--- config.mk ---
export PLATFORM = sky130hd
export DESIGN_NAME = wakeup_timer_unit
export DESIGN_NICKNAME = d
export VERILOG_FILES = /design/src/verilog/wake_timer_pkg.sv /design/src/verilog/wakeup_timer_unit.sv
export SDC_FILE = /design/constraint.sdc
export NUM_CORES = 1
export LEC_CHECK = 0
export ABC_AREA = 1
export BUFFER_PORTS_ARGS = -buffer_cell sky130_fd_sc_hd__buf_2
export CORE_MARGIN = 4
export CORE_UTILIZATION = 56
export DETAILED_ROUTE_END_ITERATION = 6
export GPL_ROUTABILITY_DRIVEN = 0
export PLACE_DENSITY = 0.88
export SYNTH_ARGS = -nofsm -noshare
export SYNTH_HDL_FRONTEND = slang
export SYNTH_SLANG_ARGS = --single-unit
export TNS_END_PERCENT = 50
--- constraint.sdc ---
create_clock -name i_clk -period 2.4 [get_ports i_clk]
set_clock_uncertainty 0.1 [all_clocks]
set_input_delay 0 -clock i_clk [delete_from_list [all_inputs] [get_ports i_clk]]
set_output_delay 0 -clock i_clk [all_outputs]
set_load 0.005 [all_outputs]
--- src/verilog/wake_timer_pkg.sv ---
// constants for the wake-up timer unit
package wake_timer_pkg;
   // ==========================================================
   // register addresses
   localparam logic [6:0] ADDR_T3_COUNT_HIGH     = 7'h21;
   localparam logic [6:0] ADDR_T3_COUNT_LOW      = 7'h22;
   localparam logic [6:0] ADDR_WAKE_CONTROL      = 7'h23;
   localparam logic [6:0] ADDR_WAKE_RELOAD_HIGH  = 7'h24;
   localparam logic [6:0] ADDR_WAKE_RELOAD_LOW   = 7'h25;
   localparam logic [6:0] ADDR_WAKE_COUNT_HIGH   = 7'h26;
   localparam logic [6:0] ADDR_WAKE_COUNT_LOW    = 7'h27;
   // ==========================================================
   // control register fields
   localparam int BIT_RUNNING       = 7;
   localparam int BIT_CHANGE_PERMIT = 6;
   localparam int BIT_AUTO_TRIM     = 5;
   localparam int BIT_AUTO_CARD     = 4;
   localparam int BIT_AUTO_RESTART  = 3;
   localparam int BIT_AUTO_WAKE     = 2;
   localparam int CLKSEL_HI         = 1;
   localparam int CLKSEL_LO         = 0;
   // ==========================================================
   // reset values and counter constants
   localparam logic [7:0]  CONTROL_RESET = 8'h00;
   localparam logic [7:0]  RELOAD_RESET  = 8'h00;
   localparam logic [15:0] COUNT_RESET   = 16'h0000;
   localparam logic [15:0] COUNT_ZERO    = 16'h0000;
   localparam logic [15:0] COUNT_STEP    = 16'h0001;
   // ==========================================================
   // slow oscillator prescaler
   localparam logic [1:0] CLK_DIV1  = 2'h0;
   localparam logic [1:0] CLK_DIV8  = 2'h1;
   localparam logic [1:0] CLK_DIV16 = 2'h2;
   localparam logic [1:0] CLK_DIV32 = 2'h3;
   localparam logic [4:0] PRE_MASK8  = 5'h07;
   localparam logic [4:0] PRE_MASK16 = 5'h0F;
   localparam logic [4:0] PRE_MASK32 = 5'h1F;
   localparam logic [4:0] PRE_ZERO   = 5'h00;
   localparam logic [4:0] PRE_STEP   = 5'h01;
   // ==========================================================
   // card detection sequence states
   typedef enum logic [1:0] {
      DET_IDLE,
      DET_FIELD,
      DET_WAIT
   } det_state_e;
endpackage

--- src/verilog/wakeup_timer_unit.sv ---
// wake-up timer unit with third timer count readback
`timescale 1ns/1ps
module wakeup_timer_unit (
   input  wire logic       i_clk,
   input  wire logic       i_arst_n,
   input  wire logic [6:0] i_reg_addr,
   input  wire logic       i_reg_wr,
   input  wire logic [7:0] i_reg_wdata,
   output logic      [7:0] o_reg_rdata,
   input  wire logic       i_slow_oscillator,
   input  wire logic [15:0] i_timer3_count,
   input  wire logic       i_timer3_underflow,
   input  wire logic       i_card_detected,
   input  wire logic       i_detect_done,
   output logic            o_trim_start,
   output logic            o_card_detect_start,
   output logic            o_rf_field_on,
   output logic            o_timer3_start,
   output logic            o_wake_up,
   output logic            o_power_down,
   output logic            o_card_irq,
   output logic            o_wake_underflow_flag
);
   // ==========================================================
   // state
   typedef struct packed {
      logic [2:0]  osc_sync;
      logic        running;
      logic        auto_trim;
      logic        auto_card;
      logic        auto_restart;
      logic        auto_wake;
      logic [1:0]  clk_sel;
      logic [7:0]  reload_high;
      logic [7:0]  reload_low;
      logic [15:0] count;
      logic [4:0]  prescale;
      wake_timer_pkg::det_state_e det;
      logic        trim_start;
      logic        det_start;
      logic        t3_start;
      logic        wake_up;
      logic        power_down;
      logic        card_irq;
      logic        uflow_flag;
      logic [7:0]  rdata;
      logic        field_on;
   } state_s;

   state_s state_r;
   state_s state_nxt;

   // ==========================================================
   // prescaler mask per clock select code
   function automatic logic [4:0] div_mask(input logic [1:0] sel);
      unique case (sel)
         wake_timer_pkg::CLK_DIV1:  div_mask = wake_timer_pkg::PRE_ZERO;
         wake_timer_pkg::CLK_DIV8:  div_mask = wake_timer_pkg::PRE_MASK8;
         wake_timer_pkg::CLK_DIV16: div_mask = wake_timer_pkg::PRE_MASK16;
         wake_timer_pkg::CLK_DIV32: div_mask = wake_timer_pkg::PRE_MASK32;
      endcase
   endfunction

   // ==========================================================
   // start event: control write with permit and running set
   function automatic logic start_write(input logic       wr,
                                        input logic [6:0] addr,
                                        input logic [7:0] data);
      start_write = wr
                    && addr == wake_timer_pkg::ADDR_WAKE_CONTROL
                    && data[wake_timer_pkg::BIT_CHANGE_PERMIT]
                    && data[wake_timer_pkg::BIT_RUNNING];
   endfunction

   logic        osc_rise;
   logic        tick;
   logic        underflow;
   logic [15:0] reload_value;
   logic [7:0]  control_view;
   logic        start_event;

   // ==========================================================
   // next state
   always_comb begin
      state_nxt = state_r;

      // ==========================================================
      // slow oscillator: two-flop synchroniser, then edge
      state_nxt.osc_sync = {state_r.osc_sync[1:0], i_slow_oscillator};
      osc_rise = state_r.osc_sync[1] & ~state_r.osc_sync[2];
      reload_value = {state_r.reload_high, state_r.reload_low};
      state_nxt.trim_start = 1'b0;
      state_nxt.det_start  = 1'b0;
      state_nxt.t3_start   = 1'b0;
      state_nxt.wake_up    = 1'b0;
      state_nxt.card_irq   = 1'b0;
      tick      = 1'b0;
      underflow = 1'b0;
      start_event = start_write(i_reg_wr, i_reg_addr, i_reg_wdata);

      // ==========================================================
      // prescaler and counter
      if (state_r.running && osc_rise) begin
         if ((state_r.prescale & div_mask(state_r.clk_sel))
             == div_mask(state_r.clk_sel)) begin
            state_nxt.prescale = wake_timer_pkg::PRE_ZERO;
            tick = 1'b1;
         end else begin
            state_nxt.prescale = state_r.prescale
                                 + wake_timer_pkg::PRE_STEP;
         end
      end
      if (tick) begin
         if (state_r.count == wake_timer_pkg::COUNT_ZERO) begin
            underflow = 1'b1;
            if (state_r.auto_restart || state_r.auto_card) begin
               state_nxt.count = reload_value;
            end else begin
               state_nxt.running = 1'b0;
            end
         end else begin
            state_nxt.count = state_r.count
                              - wake_timer_pkg::COUNT_STEP;
         end
      end

      // ==========================================================
      // underflow actions
      if (underflow) begin
         state_nxt.trim_start = state_r.auto_trim;
         state_nxt.wake_up    = state_r.auto_wake;
         if (state_r.auto_card && state_r.det == wake_timer_pkg::DET_IDLE)
         begin
            state_nxt.det       = wake_timer_pkg::DET_FIELD;
            state_nxt.det_start = 1'b1;
            state_nxt.t3_start  = 1'b1;
            state_nxt.power_down = 1'b0;
         end
      end

      // ==========================================================
      // card detection sequence
      unique case (state_r.det)
         wake_timer_pkg::DET_IDLE: begin
         end
         wake_timer_pkg::DET_FIELD: begin
            if (i_timer3_underflow) begin
               state_nxt.det = wake_timer_pkg::DET_WAIT;
            end
         end
         wake_timer_pkg::DET_WAIT: begin
            if (i_detect_done) begin
               state_nxt.det = wake_timer_pkg::DET_IDLE;
               if (i_card_detected) begin
                  state_nxt.card_irq = 1'b1;
               end else begin
                  state_nxt.power_down = state_r.auto_wake;
               end
            end
         end
         default: begin
            state_nxt.det = wake_timer_pkg::DET_IDLE;
         end
      endcase

      // ==========================================================
      // register writes
      if (i_reg_wr) begin
         unique case (i_reg_addr)
            wake_timer_pkg::ADDR_WAKE_CONTROL: begin
               state_nxt.auto_trim =
                  i_reg_wdata[wake_timer_pkg::BIT_AUTO_TRIM];
               state_nxt.auto_card =
                  i_reg_wdata[wake_timer_pkg::BIT_AUTO_CARD];
               state_nxt.auto_restart =
                  i_reg_wdata[wake_timer_pkg::BIT_AUTO_RESTART];
               state_nxt.auto_wake =
                  i_reg_wdata[wake_timer_pkg::BIT_AUTO_WAKE];
               state_nxt.clk_sel = i_reg_wdata[wake_timer_pkg::CLKSEL_HI:
                                               wake_timer_pkg::CLKSEL_LO];
               if (i_reg_wdata[wake_timer_pkg::BIT_CHANGE_PERMIT]) begin
                  state_nxt.running =
                     i_reg_wdata[wake_timer_pkg::BIT_RUNNING];
                  if (start_event) begin
                     state_nxt.count    = reload_value;
                     state_nxt.prescale = wake_timer_pkg::PRE_ZERO;
                  end
               end
            end
            wake_timer_pkg::ADDR_WAKE_RELOAD_HIGH:
               state_nxt.reload_high = i_reg_wdata;
            wake_timer_pkg::ADDR_WAKE_RELOAD_LOW:
               state_nxt.reload_low = i_reg_wdata;
            default: begin
            end
         endcase
      end

      // ==========================================================
      // sticky flag: set wins over clear
      if (start_event) begin
         state_nxt.uflow_flag = 1'b0;
      end
      if (underflow) begin
         state_nxt.uflow_flag = 1'b1;
      end

      // ==========================================================
      // read data
      control_view = {state_r.running, 1'b0, state_r.auto_trim,
                      state_r.auto_card, state_r.auto_restart,
                      state_r.auto_wake, state_r.clk_sel};
      unique case (i_reg_addr)
         wake_timer_pkg::ADDR_T3_COUNT_HIGH:
            state_nxt.rdata = i_timer3_count[15:8];
         wake_timer_pkg::ADDR_T3_COUNT_LOW:
            state_nxt.rdata = i_timer3_count[7:0];
         wake_timer_pkg::ADDR_WAKE_CONTROL:
            state_nxt.rdata = control_view;
         wake_timer_pkg::ADDR_WAKE_RELOAD_HIGH:
            state_nxt.rdata = state_r.reload_high;
         wake_timer_pkg::ADDR_WAKE_RELOAD_LOW:
            state_nxt.rdata = state_r.reload_low;
         wake_timer_pkg::ADDR_WAKE_COUNT_HIGH:
            state_nxt.rdata = state_r.count[15:8];
         wake_timer_pkg::ADDR_WAKE_COUNT_LOW:
            state_nxt.rdata = state_r.count[7:0];
         default:
            state_nxt.rdata = 8'h00;
      endcase

      // ==========================================================
      // field on while waiting for the field timer
      state_nxt.field_on =
         (state_nxt.det == wake_timer_pkg::DET_FIELD);
   end

   // ==========================================================
   // registers
   always_ff @(posedge i_clk or negedge i_arst_n) begin
      if (!i_arst_n) begin
         state_r.osc_sync     <= '0;
         state_r.running      <=
            wake_timer_pkg::CONTROL_RESET[wake_timer_pkg::BIT_RUNNING];
         state_r.auto_trim    <=
            wake_timer_pkg::CONTROL_RESET[wake_timer_pkg::BIT_AUTO_TRIM];
         state_r.auto_card    <=
            wake_timer_pkg::CONTROL_RESET[wake_timer_pkg::BIT_AUTO_CARD];
         state_r.auto_restart <=
            wake_timer_pkg::CONTROL_RESET[wake_timer_pkg::BIT_AUTO_RESTART];
         state_r.auto_wake    <=
            wake_timer_pkg::CONTROL_RESET[wake_timer_pkg::BIT_AUTO_WAKE];
         state_r.clk_sel      <=
            wake_timer_pkg::CONTROL_RESET[wake_timer_pkg::CLKSEL_HI:
                                          wake_timer_pkg::CLKSEL_LO];
         state_r.reload_high  <= wake_timer_pkg::RELOAD_RESET;
         state_r.reload_low   <= wake_timer_pkg::RELOAD_RESET;
         state_r.count        <= wake_timer_pkg::COUNT_RESET;
         state_r.prescale     <= wake_timer_pkg::PRE_ZERO;
         state_r.det          <= wake_timer_pkg::DET_IDLE;
         state_r.trim_start   <= '0;
         state_r.det_start    <= '0;
         state_r.t3_start     <= '0;
         state_r.wake_up      <= '0;
         state_r.power_down   <= '0;
         state_r.card_irq     <= '0;
         state_r.uflow_flag   <= '0;
         state_r.rdata        <= '0;
         state_r.field_on     <= '0;
      end else begin
         state_r <= state_nxt;
      end
   end

   // ==========================================================
   // outputs
   assign o_reg_rdata           = state_r.rdata;
   assign o_trim_start          = state_r.trim_start;
   assign o_card_detect_start   = state_r.det_start;
   assign o_rf_field_on         = state_r.field_on;
   assign o_timer3_start        = state_r.t3_start;
   assign o_wake_up             = state_r.wake_up;
   assign o_power_down          = state_r.power_down;
   assign o_card_irq            = state_r.card_irq;
   assign o_wake_underflow_flag = state_r.uflow_flag;
endmodule

==> impl_metrics.tcl, run 1 <==
set metrics [dict create \
    r2r_start "state_r[23]" \
    r2r.worst_path.cells 9 \
    cts_resized 0 \
    worstMarginPinSlew_ns 0.446 \
    setup_slack_ns 0.466 \
    r2r_setup_slack_ns 0.47 \
    syn_area_per_cell_sq_um 7.06 \
    drc 0 \
    synth_cells 550 \
    dr.pass1.iters 6 \
    wl_met1_um 4290 \
    hp-class "primary input to async pin" \
    wl_met3_um 1140 \
    final_cell_mix "nand2_1, nor2_1, inv_1" \
    cp_max_fo 9 \
    initial_core_util_pct 57.5 \
    worstPathArrival_ns 2.07 \
    wl_per_cell_um 15.7 \
    path_class "flip-flop to flip-flop" \
    vdd_drop_max_mv 0.311 \
    max_freq_ghz 0.517 \
    drv_slew 0 \
    layout-drive-gt1-share_pct 15.6 \
    cts_sinks 64 \
    die_h_um 91.3 \
    synth_warnings 0 \
    status "completed" \
    cts_root_buf "clkbuf_8" \
    setup_tns_ns 0 \
    critPathLaunchType "flip-flop" \
    slowest_stage "dfrtp_1" \
    worstSetupEndpoint "state_r[33]" \
    hold_viol 0 \
    multi_input_area_sq_um 1870 \
    antenna_found_initial 0 \
    ys_seq_elements 64 \
    required_ns 2.54 \
    die_width_um 91.3 \
    grt_max_degree 65 \
    path_cells "inv_1 -> ha_1 -> nand3_1 -> nor2_1 -> nand2_2 -> inv_1 -> o21ai_0 -> a21oi_1 -> nor2_1" \
    period_minus_slack_ns 1.93 \
    drt-total-wl_um 11200 \
    pre_cts_slack_ns 0.536 \
    post-cts-setup-buffers 0 \
    crit_path_max_incr_delay_ns 0.40 \
    grt_pass1_vias 3965 \
    row_count 30 \
    track_usage_pct 28.2 \
    synth_fp_nets 591 \
    synth_edf_count 0 \
    critical_path.startpoint "state_r[23]" \
    diodes 0 \
    synth_cell_types 31 \
    seq_area_sq_um 1600 \
    dp.final_hpwl_um 7900 \
    cts-buffers-inserted 9 \
    synth-seq-area-share_pct 41.3 \
    cts_tree "yes" \
    p_total_mw 2.45 \
    syn_area_sq_um 3880 \
    vias 4159 \
    finalSetupViolCount 0 \
    cap_violations 0 \
    routed-wl-met2_um 5200 \
    period_share_pct 80.6 \
    relSlewSlack_pct 70.0 \
    grt_first_pass_wirelength_um 18600 \
    cts_max_level 3 \
    final_common_cell "nand2_1" \
    core_sq_um 6760 \
    fill_cells 511 \
    ant_nets 0 \
    reg2reg_to "state_r[33]" \
    cellPowerDensity_nw_per_um2 530 \
    synth_top_flop_cell "dfrtp_1" \
    ios 54 \
    finalNetCount 670 \
    grt_overflow 0 \
    hold_buffers 29 \
    io_buffers 53 \
    via_per_inst 5.82 \
    highest_layer "met4" \
    synth-async-reset-ratio_pct 100 \
    insertion_delay_ns 0.35 \
    clk_pin_slew_worst_paths_ns 0.08 \
    cp-end-kind "flip-flop" \
    p_leak_nw 2.37 \
    rsz0062_at_grt "false" \
    area_growth_syn_to_layout_pct 18.9 \
    design.die.area_sq_um 8330 \
    drtIter0Drc 584 \
    cts_buffer_depth 2 \
]
## worst max-delay path, delay by kind of cell, from the launching register on
family,cells,cell delay (ns)
AND/OR/NAND/NOR,4,0.54
flip-flops,1,0.40
buffers and inverters,2,0.30
AO/OA/AOI/OAI,2,0.27
adder cells (fa/ha/maj),1,0.22
## cells by family after synthesis
group           Yosys count  synth area share (%)
buf+inv                  94                  10.7
fa+ha+maj                 3                 0.967
simple gates            297                  33.9
xor+xnor                  4                 0.903
flops                    64                  41.3
compound gates           88                  12.3
## layer usage
| metal | global-route usage, % | up-vias |
|---|---|---|
| li1 | - | 1911 |
| met1 | 34.9 | 1866 |
| met2 | 44.9 | 304 |
| met3 | 6.55 | 78 |
| met4 | 16.8 | 0 |
| met5 | 0 | - |
## layout make-up
cell class / instances / area share (%)
inverters: 76 / 6.18
well taps: 80 / 2.17
multi-input cells: 392 / 40.4
clock inverters: 5 / 0.732
clock buffers: 11 / 2.85
flip-flops and latches: 64 / 34.7
repair buffers: 86 / 13.0
## how the worst min path moves through the flow
stage                     startpoint                to  slack [ns]  cells after the start
final                       i_arst_n       state_r[38]        0.07                      3
after global routing        i_reg_wr   reload_value[7]         0.1                      3
after CTS                   i_reg_wr  reload_value[12]        0.06                      3
after detailed placement    i_arst_n       state_r[38]       -0.06                      2
after global placement      i_arst_n       state_r[30]       -0.06                      2
after floorplan             i_arst_n   control_view[0]       -0.40                      0
## Yosys cell counts, types with 3 or more instances
master	instances	area, sq um
o22ai_1	15	93.8
dfrtp_1	64	1600
buf_4	9	67.6
inv_1	70	263
o21ai_1	6	30.0
nor2_4	5	56.3
nand3_1	31	155
nor3_1	7	35.0
nor2_2	4	25.0
a21oi_1	17	85.1
buf_2	5	25.0
nand4_1	10	62.6
nand2_1	147	552
o21ai_0	45	225
nor2_1	76	285
buf_6	3	33.8
ha_1	3	37.5
xor2_1	3	26.3
nand3b_1	3	22.5
nand2_2	8	50.1
inv_2	6	22.5
## flip-flops by register name (all words and copies together), names as in the netlist
signal	count
state_r	24
o_wake_up	1
o_wake_underflow_flag	1
o_rf_field_on	1
reload_value	16
o_reg_rdata	8
o_power_down	1
state_nxt	2
o_card_irq	1
o_trim_start	1
o_card_detect_start	1
control_view	7
## where the power goes
group	internal [mW]	switching, mW	leakage [nW]
Sequential	1.15	0.0901	0.814
Clock	0.373	0.420	0.0793
Combinational	0.161	0.255	1.47
## stage by stage
stage	utilization (%)	hold WS, ns	instances	instance area (sq um)
6_report	68.3	0.0680	714	4620
5_1_grt	68.3	0.0999	714	4620
4_1_cts	68.3	0.0567	714	4620
3_5_place_dp	61.6	-0.0594	669	4160
3_3_place_gp	61.6	-0.0639	669	4160
2_1_floorplan	-	-0.396	550	3880
Power figures use the tool's default switching activity.
==> run 2, diff against run 1 <==
==> constraint.sdc (replaced) <==
create_clock -name i_clk -period 2 [get_ports i_clk]
set_clock_uncertainty 0.1 [all_clocks]
set_input_delay 0 -clock i_clk [delete_from_list [all_inputs] [get_ports i_clk]]
set_output_delay 0 -clock i_clk [all_outputs]
set_load 0.005 [all_outputs]
==> impl_metrics.tcl, run 2 (synthesis gave the netlist of run 1 again) <==
set metrics [dict create \
    drt-total-wl_um 12200 \
    critPathLaunchType "flip-flop" \
    holdWs_ns 0.0503 \
    vias 4370 \
    period_share_pct 93.0 \
    wl_per_cell_um 16.9 \
    clk_pin_slew_worst_paths_ns 0.08 \
    cellPowerDensity_nw_per_um2 676 \
    cts_sinks 64 \
    cts-buffers-inserted 9 \
    pre_cts_slack_ns 0.142 \
    dp.final_hpwl_um 8250 \
    required_ns 2.18 \
    row_count 30 \
    cts_max_level 3 \
    grt_max_degree 44 \
    die_width_um 91.3 \
    io_buffers 53 \
    cp_max_fo 7 \
    status "complete, but fails checks" \
    final_cell_mix "nand2_1, nor2_1, inv_1" \
    antenna_found_initial 0 \
    via_per_inst 6.09 \
    die_h_um 91.3 \
    finalCoreUtilization_pct 69.6 \
    intPower_mw 2.19 \
    cts_tree "yes" \
    finalNetCount 674 \
    path_class "flip-flop to flip-flop" \
    fin_cells 718 \
    drc 9 \
    cap_violations 0 \
    cp-end-kind "flip-flop" \
    vdd_drop_max_mv 0.633 \
    insertion_delay_ns 0.36 \
    design.die.area_sq_um 8330 \
    p_leak_nw 2.40 \
    core_sq_um 6760 \
    grt_overflow 0 \
    pwr-share-clk_pct 36.9 \
    switchingPower_mw 0.989 \
    grt_pass1_vias 4229 \
    diodes 0 \
    max_freq_ghz 0.538 \
    worstMarginPinSlew_ns 0.521 \
    hold_viol 0 \
    track_usage_pct 29.9 \
    ios 54 \
    rsz0062_at_grt "false" \
    r2r.worst_path.cells 10 \
    setup_tns_ns 0 \
    dr.pass1.iters 7 \
    hp-class "primary input to async pin" \
    drv_slew 0 \
    placed_cells 671 \
    cts_buffer_depth 2 \
    initial_core_util_pct 57.5 \
    finalSetupViolCount 0 \
    period_minus_slack_ns 1.86 \
    area_growth_syn_to_layout_pct 21.1 \
    cts_root_buf "clkbuf_8" \
    largest_register_ffs 24 \
    worstPathArrival_ns 2.04 \
    setup_slack_ns 0.140 \
    swShare_pct 31.1 \
    relSlewSlack_pct 65.0 \
    drtIter0Drc 609 \
    ant_nets 0 \
    grt_first_pass_wirelength_um 19600 \
    layout-drive-gt1-share_pct 17.1 \
    violations "DRC" \
    pwr-share-seq_pct 46.9 \
    final_common_cell "nand2_1" \
    top_register "state_r" \
    combPwrFrac_pct 16.2 \
]
-- run 2: changes by cell type in the layout (fill, tap and decap cells not counted), moves of 2 or more --
cell and change:
buf_4 +4, clkinv_2 -2, nor2_1 -2, nor2_2 +2, o21ai_0 -2, o21ai_1 +2
-- run 2: path summary, 6_finish.rpt --
path	slack, ns	to	start
hold reg to reg	0.27	state_nxt[64]	state_nxt[63]
hold / removal	0.05	state_r[36]	i_arst_n
setup reg to reg	0.14	state_r[25]	state_r[24]
max in group asynchronous	1.14	control_view[0]	i_arst_n
setup / recovery	0.14	state_r[25]	state_r[24]
min in group i_clk	0.06	reload_value[10]	i_reg_wr
-- run 2: area by class of cell --
type,count,area (sq um)
fill,513,2060
multi-input combinational,392,1880
sequential,64,1600
timing repair buffer,90,628
inverter,76,285
clock buffer,11,141
tap,80,100
clock inverter,5,63.8
-- run 2: routing by layer --
layer	track usage, %	vias up	part of all wire (%)
li1	-	1921	-
met1	36.5	1969	36
met2	48.9	392	46
met3	6.05	88	12
met4	18.0	0	6.2
met5	0	-	0
-- run 2: power by group through the flow --
stage | Sequential, mW | Clock [mW] | Combinational [mW]
after detailed placement | 1.50 | 0 | 0.448
after global placement | 1.50 | 0 | 0.431
after floorplan | 1.47 | 0 | 0.297
after CTS | 1.48 | 1.17 | 0.485
final | 1.49 | 1.17 | 0.514
after global routing | 1.50 | 1.23 | 0.573
-- run 2: repair_timing --
item | CTS | global route
endpoints found under the setup margin | 0 | 14
hold buffers | 29 | 0
buffers inserted | 0 | 2
resized for setup | 0 | 7
hold endpoints to repair | 100 | 0
-- run 2: through the flow --
stage | instance area (sq um) | total power [mW]
2_1_floorplan | 3880 | 1.77
3_3_place_gp | 4180 | 1.93
3_5_place_dp | 4180 | 1.95
4_1_cts | 4670 | 3.13
5_1_grt | 4700 | 3.30
6_report | 4700 | 3.18
-- run 2: critical path, cell delays in order (launching register included) --
cell	delay (ns)
dfrtp_1	0.42
inv_1	0.13
ha_1	0.21
nand2_1	0.07
nor2_1	0.17
nand2_2	0.15
inv_2	0.18
nand2_1	0.07
o21ai_0	0.10
nor2_1	0.07
nor2_1	0.12
